### src/hw/pbg_pkg.sv
// Package: constants for the port pin function and GPIO block
package pbg_pkg;

  // ----------------------------------------
  // Geometry
  // ----------------------------------------
  localparam int          PIN_COUNT   = 15;
  localparam int          ADDR_WIDTH  = 16;
  localparam int          DATA_WIDTH  = 24;
  localparam int          ACK_PIN     = 14;

  // ----------------------------------------
  // Register word addresses in X peripheral space
  // ----------------------------------------
  localparam logic [15:0] ADDR_FUNC_SELECT = 16'hFFEC;
  localparam logic [15:0] ADDR_DIRECTION   = 16'hFFED;
  localparam logic [15:0] ADDR_DATA        = 16'hFFEE;

  // ----------------------------------------
  // Reset values
  // ----------------------------------------
  localparam logic [1:0]  FUNC_RESET  = 2'h0;
  localparam logic [14:0] DIR_RESET   = 15'h0000;
  localparam logic [14:0] DATA_RESET  = 15'h0000;
  localparam logic [23:0] RDATA_RESET = 24'h000000;

  // ----------------------------------------
  // Field positions and read padding
  // ----------------------------------------
  localparam int          FUNC_MSB    = 1;
  localparam int          FUNC_LSB    = 0;
  localparam int          PIN_MSB     = 14;
  localparam int          PIN_LSB     = 0;
  localparam logic [21:0] FUNC_PAD    = 22'h000000;
  localparam logic [8:0]  PIN_PAD     = 9'h000;
  localparam logic [23:0] READ_ZERO   = 24'h000000;

  // ----------------------------------------
  // Function codes
  // ----------------------------------------
  typedef enum logic [1:0] {
    PBG_FUNC_GPIO     = 2'b00,
    PBG_FUNC_HOST     = 2'b01,
    PBG_FUNC_HOST_ACK = 2'b10,
    PBG_FUNC_RSVD     = 2'b11
  } pbg_func_type;

endpackage : pbg_pkg

### src/hw/pbg_pin_cell.sv
// Module: one port pin, its ownership, drive and readback selection
`timescale 1ns/10ps
`default_nettype none

module pbg_pin_cell (
  input  wire logic host_owned,
  input  wire logic dir_bit,
  input  wire logic data_bit,
  input  wire logic pin_level,
  input  wire logic host_out,
  input  wire logic host_oe,
  output logic      pin_out,
  output logic      pin_oe,
  output logic      read_bit
);

  // ----------------------------------------
  // Drive and readback
  // ----------------------------------------
  wire logic gpio_drive;

  assign gpio_drive = ~host_owned & dir_bit;
  assign pin_oe     = host_owned ? host_oe : gpio_drive;
  assign pin_out    = host_owned ? host_out : data_bit;
  assign read_bit   = dir_bit ? data_bit : pin_level;

endmodule : pbg_pin_cell

`default_nettype wire

### src/hw/pbg_port.sv
// Module: port function select, direction and data registers over fifteen pins
// Behaviour
// - Reset clears function select and direction, all pins become inputs.
// - Code 0 gives GPIO, 1 gives host port, 2 host port without acknowledge.
// - With code 2 the acknowledge pin acts as GPIO pin 14.
// - GPIO direction bit 0 means input, 1 means driven output.
// - Input pin reads live level; writes latch but pin stays undriven.
// - Output pin drives written data from the next cycle.
// - Output pin reads latched register contents.
// - Host pin with direction 0 reads live pin level.
// - Host pin with direction 1 reads latched contents.
// - Registers sit at word addresses FFEC, FFED, FFEE.
// - Data bit n maps to pin n for all fifteen pins.
// - No hardware strobe; software toggles an output pin instead.
`timescale 1ns/10ps
`default_nettype none

module pbg_port (
  input  wire logic        clk,
  input  wire logic        rst,
  input  wire logic [15:0] per_addr,
  input  wire logic        per_wr,
  input  wire logic        per_rd,
  input  wire logic [23:0] per_wdata,
  output logic      [23:0] per_rdata,
  output logic             per_sel,
  input  wire logic [14:0] pin_in,
  output logic      [14:0] pin_out,
  output logic      [14:0] pin_oe,
  input  wire logic [14:0] host_out,
  input  wire logic [14:0] host_oe,
  output logic             host_enable,
  output logic             host_ack_enable
);

  // ----------------------------------------
  // Registers
  // ----------------------------------------
  logic [1:0]  func_q;
  logic [1:0]  func_d;
  logic [14:0] dir_q;
  logic [14:0] dir_d;
  logic [14:0] data_q;
  logic [14:0] data_d;
  logic [23:0] rdata_q;
  logic [23:0] rdata_d;

  // ----------------------------------------
  // Address decode
  // ----------------------------------------
  wire logic        hit_func;
  wire logic        hit_dir;
  wire logic        hit_data;

  assign hit_func = (per_addr == pbg_pkg::ADDR_FUNC_SELECT);
  assign hit_dir  = (per_addr == pbg_pkg::ADDR_DIRECTION);
  assign hit_data = (per_addr == pbg_pkg::ADDR_DATA);
  assign per_sel  = hit_func | hit_dir | hit_data;

  // ----------------------------------------
  // Write strobes
  // ----------------------------------------
  wire logic wr_func;
  wire logic wr_dir;
  wire logic wr_data;

  assign wr_func = per_wr & hit_func;
  assign wr_dir  = per_wr & hit_dir;
  assign wr_data = per_wr & hit_data;

  // ----------------------------------------
  // Read strobes
  // ----------------------------------------
  wire logic rd_func;
  wire logic rd_dir;
  wire logic rd_data;
  wire logic rd_unmapped;

  assign rd_func     = per_rd & hit_func;
  assign rd_dir      = per_rd & hit_dir;
  assign rd_data     = per_rd & hit_data;
  assign rd_unmapped = per_rd & ~per_sel;

  // ----------------------------------------
  // Write fields
  // ----------------------------------------
  wire logic [1:0]  wr_func_field;
  wire logic [14:0] wr_dir_field;
  wire logic [14:0] wr_data_field;

  assign wr_func_field = per_wdata[pbg_pkg::FUNC_MSB:pbg_pkg::FUNC_LSB];
  assign wr_dir_field  = per_wdata[pbg_pkg::PIN_MSB:pbg_pkg::PIN_LSB];
  assign wr_data_field = per_wdata[pbg_pkg::PIN_MSB:pbg_pkg::PIN_LSB];

  // ----------------------------------------
  // Function code decode
  // ----------------------------------------
  pbg_pkg::pbg_func_type func_code;
  wire logic             mode_gpio;
  wire logic             mode_host_ack;
  wire logic             mode_rsvd;
  wire logic             all_gpio;

  assign func_code     = pbg_pkg::pbg_func_type'(func_q);
  assign mode_gpio     = (func_code == pbg_pkg::PBG_FUNC_GPIO);
  assign mode_host_ack = (func_code == pbg_pkg::PBG_FUNC_HOST_ACK);
  assign mode_rsvd     = (func_code == pbg_pkg::PBG_FUNC_RSVD);
  assign all_gpio      = mode_gpio | mode_rsvd;

  // ----------------------------------------
  // Function ownership
  // ----------------------------------------
  assign host_enable     = ~all_gpio;
  assign host_ack_enable = host_enable & ~mode_host_ack;

  // ----------------------------------------
  // Pin cells
  // ----------------------------------------
  wire logic [14:0] host_owned;
  wire logic [14:0] read_bits;

  genvar gi;
  generate
    for (gi = 0; gi < pbg_pkg::PIN_COUNT; gi++) begin : g_pin
      if (gi == pbg_pkg::ACK_PIN) begin : g_ack
        assign host_owned[gi] = host_ack_enable;
      end else begin : g_plain
        assign host_owned[gi] = host_enable;
      end
      pbg_pin_cell u_cell (
        .host_owned (host_owned[gi]),
        .dir_bit    (dir_q[gi]),
        .data_bit   (data_q[gi]),
        .pin_level  (pin_in[gi]),
        .host_out   (host_out[gi]),
        .host_oe    (host_oe[gi]),
        .pin_out    (pin_out[gi]),
        .pin_oe     (pin_oe[gi]),
        .read_bit   (read_bits[gi])
      );
    end
  endgenerate

  // ----------------------------------------
  // Read words
  // ----------------------------------------
  wire logic [23:0] func_word;
  wire logic [23:0] dir_word;
  wire logic [23:0] data_word;

  assign func_word = {pbg_pkg::FUNC_PAD, func_q};
  assign dir_word  = {pbg_pkg::PIN_PAD, dir_q};
  assign data_word = {pbg_pkg::PIN_PAD, read_bits};

  // ----------------------------------------
  // Register next values
  // ----------------------------------------
  assign func_d = wr_func ? wr_func_field : func_q;
  assign dir_d  = wr_dir ? wr_dir_field : dir_q;
  assign data_d = wr_data ? wr_data_field : data_q;

  // ----------------------------------------
  // Read data next value
  // ----------------------------------------
  assign rdata_d = rd_func     ? func_word :
                   rd_dir      ? dir_word :
                   rd_data     ? data_word :
                   rd_unmapped ? pbg_pkg::READ_ZERO :
                                 rdata_q;

  // ----------------------------------------
  // Function select register
  // ----------------------------------------
  always_ff @(posedge clk or posedge rst) begin
    if (rst) begin
      func_q <= pbg_pkg::FUNC_RESET;
    end else begin
      func_q <= func_d;
    end
  end

  // ----------------------------------------
  // Direction register
  // ----------------------------------------
  always_ff @(posedge clk or posedge rst) begin
    if (rst) begin
      dir_q <= pbg_pkg::DIR_RESET;
    end else begin
      dir_q <= dir_d;
    end
  end

  // ----------------------------------------
  // Data register
  // ----------------------------------------
  always_ff @(posedge clk or posedge rst) begin
    if (rst) begin
      data_q <= pbg_pkg::DATA_RESET;
    end else begin
      data_q <= data_d;
    end
  end

  // ----------------------------------------
  // Read data register
  // ----------------------------------------
  always_ff @(posedge clk or posedge rst) begin
    if (rst) begin
      rdata_q <= pbg_pkg::RDATA_RESET;
    end else begin
      rdata_q <= rdata_d;
    end
  end

  // ----------------------------------------
  // Outputs
  // ----------------------------------------
  assign per_rdata = rdata_q;

endmodule : pbg_port

`default_nettype wire

### config.mk
export PLATFORM = sky130hd
export DESIGN_NAME = pbg_port
export DESIGN_NICKNAME = d
export VERILOG_FILES = /design/src/hw/pbg_pkg.sv /design/src/hw/pbg_pin_cell.sv /design/src/hw/pbg_port.sv
export SDC_FILE = /design/constraint.sdc
export NUM_CORES = 1
export LEC_CHECK = 0
export BUFFER_PORTS_ARGS = -buffer_cell sky130_fd_sc_hd__buf_4
export CORE_ASPECT_RATIO = 2
export CORE_MARGIN = 5
export CORE_UTILIZATION = 45
export CTS_CLUSTER_SIZE = 25
export DETAILED_ROUTE_END_ITERATION = 6
export PLACE_DENSITY = 0.79
export SYNTH_ARGS = -nofsm -noshare
export SYNTH_HDL_FRONTEND = slang
export SYNTH_SLANG_ARGS = --single-unit
### constraint.sdc
create_clock -name clk -period 4.2 [get_ports clk]
set_input_delay 0.42 -clock clk [delete_from_list [all_inputs] [get_ports clk]]
set_output_delay 0.42 -clock clk [all_outputs]
set_load 0.005 [all_outputs]
==> impl_metrics.csv <==
group,metric,value,unit
clocking,cts-resized-gates,0,
sta,setup_tns,0,ns
yosys,synth_cells,267,
floorplanning,die_y,124,um
route,vias,2362,
grt,grt_start_max_net_pins,48,
floorplanning,rows,41,
yosys,ys_types,33,
yosys,synth_area,2930,sq um
clocking,postCtsSetupRepairBufs,0,
setup_path,rr_startpoint,"per_rdata[14]",
yosys,synth-main-ff-cell,"dfrtp_1",
setup_path,cp_max_fo,29,
floorplanning,core,6310,sq um
sta,fmax,0.359,GHz
clocking,root_buffer,"clkbuf_16",
sta,rsz0062_at_grt,"false",
floorplanning,die_w,67.0,um
sta,period_share,0.663,
power_and_ir_drop,ir_drop,0.000216,V
route,drtAntennaViolNets,0,
clocking,cts_buffer_depth,2,
placement,port_buffers,127,
min_path,min_path_type,"in2async",
yosys,synth_top_area_share,0.402,
route,drt_iter0_drc,172,
yosys,yosys_warnings,0,
yosys,synth_area_leaders,"dfrtp_1, mux2_2, buf_4, nor4b_1, a211oi_2",
placement,dpl.hpwl,5630,um
finish,num-nets-final,449,
clocking,hold_buffers,0,
sta,skew,0.00218,ns
clocking,cts_sinks,47,
setup_path,cp-startpoint,"func_code[0]",
clocking,clk_latency,0.28,ns
sta,tightestPinTransition,1.21,ns
run_status,status,"complete, no violations",
route,viasPerCell,5.32,
job,maxCapViolCount,0,
sta,slew_headroom,0.195,
finish,nFillCells,547,
power_and_ir_drop,power_density,238,nW/um^2
clocking,cts_tree,"built",
yosys,yosysMostFrequentCell,"mux2_2",
setup_path,r2r_cells,3,
grt,gr-total-overflow,0,
yosys,synth_edf_count,0,
setup_path,worst_r2r_endpoint,"per_rdata[14]",
setup_path,critical_path_class,"reg2out",
sta,min_period,2.78,ns
sta,fin_ws,1.42,ns
floorplanning,start_util,0.464,
sta,final-setup-viol-count,0,
grt,antenna_found_initial,0,
yosys,synth.largest_area_cell,"dfrtp_1",
clocking,clk_pin_slew,0.06,ns
setup_path,rrSetupSlack,3.14,ns
floorplanning,dieArea,8310,sq um
setup_path,critPathArrivalTime,2.36,ns
finish,syn_to_final_growth,29.9,%
finish,final_core_util,0.602,
grt,grt_usage,0.176,
sta,slew_viol_final,0,
power_and_ir_drop,leakage,1.95,nW
setup_path,critPathCapture,"pin_out[10]",
route,first_pass_iters,4,
setup_path,cp-end-kind,"output port",
placement,dp_worst_setup_slack,1.68,ns
placement,routabilityCongestion,0.768,
clocking,cts_inserted_buffers,5,
yosys,yosysSeqAreaShare,0.402,
yosys,synthTopCellsByCount,"mux2_2, dfrtp_1, buf_4, nor2_1, nor3_1",
finish,drive_gt1_frac,0.575,
setup_path,required,3.78,ns
grt,grt_pass1_wl,11000,um
clocking,htreeDepth,2,
route,routed_wl,7590,um
yosys,avgSynthCellArea,11.0,sq um
grt,first_global_vias,2374,
yosys,synthArstFlopShare,1.00,
route,wl_per_cell,17.1,um
setup_path,critPathLaunchType,"flop",
route,drc_errors,0,
finish,antennaDiodeCount,0,
sta,hold_violations,0,
floorplanning,pin_count,146,
yosys,synth_seq_cells,47,
final cells by class:
type                            count  area (sq um)  area share
Inverter                            5          18.8     0.00494
Tap cell                           86           108      0.0283
Multi-Input combinational cell    173          1420       0.373
Timing Repair Buffer              127           953       0.251
Clock buffer                        6           129      0.0339
Sequential cell                    47          1180       0.309
registers in the layout (all words and copies together) (netlist names):
signal / count
data_q: 15
dir_q: 15
func_code: 2
per_rdata: 15
kinds of logic (layout without fill, tap and decap cells):
logic type,after synthesis,count (layout),share of synthesized area
AOI/OAI and AO/OA,19,19,0.0599
DFF,47,47,0.402
adders and majority gates,1,1,0.00427
and+or+nand+nor,82,82,0.168
other,1,9,0.00128
buffers and inverters,55,138,0.126
muxes,62,62,0.239
critical path: stages (launching register included):
cell     delay (ns)
dfrtp_1        0.40
ha_1           1.11
mux2_2         0.43
buf_4          0.14
placed cells by master, fill, tap and decap left out, types with 8 or more instances in the layout:
cell	n
buf_4	127
mux2_2	62
dfrtp_1	47
nor2_1	17
nor3_1	15
nor2b_1	14
nor4b_1	13
conb_1	9
a211oi_2	8
power breakdown:
group          total [mW]  switching (mW)  internal, mW  leakage [nW]
Sequential          0.453        0.000100         0.453         0.657
Combinational      0.0874          0.0328        0.0546          1.23
Clock               0.365           0.151         0.214        0.0628
Total               0.906           0.184         0.722          1.95
per-stage QoR:
stage          area, sq um  hold WS (ns)  total power, mW  instances
6_report              3800         0.370            0.906        444
5_1_grt               3800         0.377            0.935        444
4_1_cts               3800         0.374            0.910        444
3_5_place_dp          3670         0.481            0.549        438
3_3_place_gp          3670         0.480            0.547        438
2_1_floorplan         2960         0.479            0.489        275
routing by layer:
| metal | global-route usage | vias up | part of all wire |
|---|---|---|---|
| met2 | 0.339 | 97 | 0.56 |
| met1 | 0.176 | 1167 | 0.35 |
| met4 | 0.0686 | 0 | 0.016 |
| met3 | 0.0388 | 8 | 0.074 |
| met5 | 0 | - | 0 |
| li1 | - | 1090 | - |
worst min-delay path by stage:
stage,to,slack [ns],from
2_1_floorplan,per_rdata[1],0.48,per_rdata[1]
3_3_place_gp,per_rdata[1],0.48,per_rdata[1]
3_5_place_dp,per_rdata[1],0.48,per_rdata[1]
4_1_cts,data_q[2],0.37,per_wdata[2]
5_1_grt,data_q[12],0.38,per_wdata[12]
6_report,dir_q[3],0.37,rst
(Power assumes the default switching activity.)
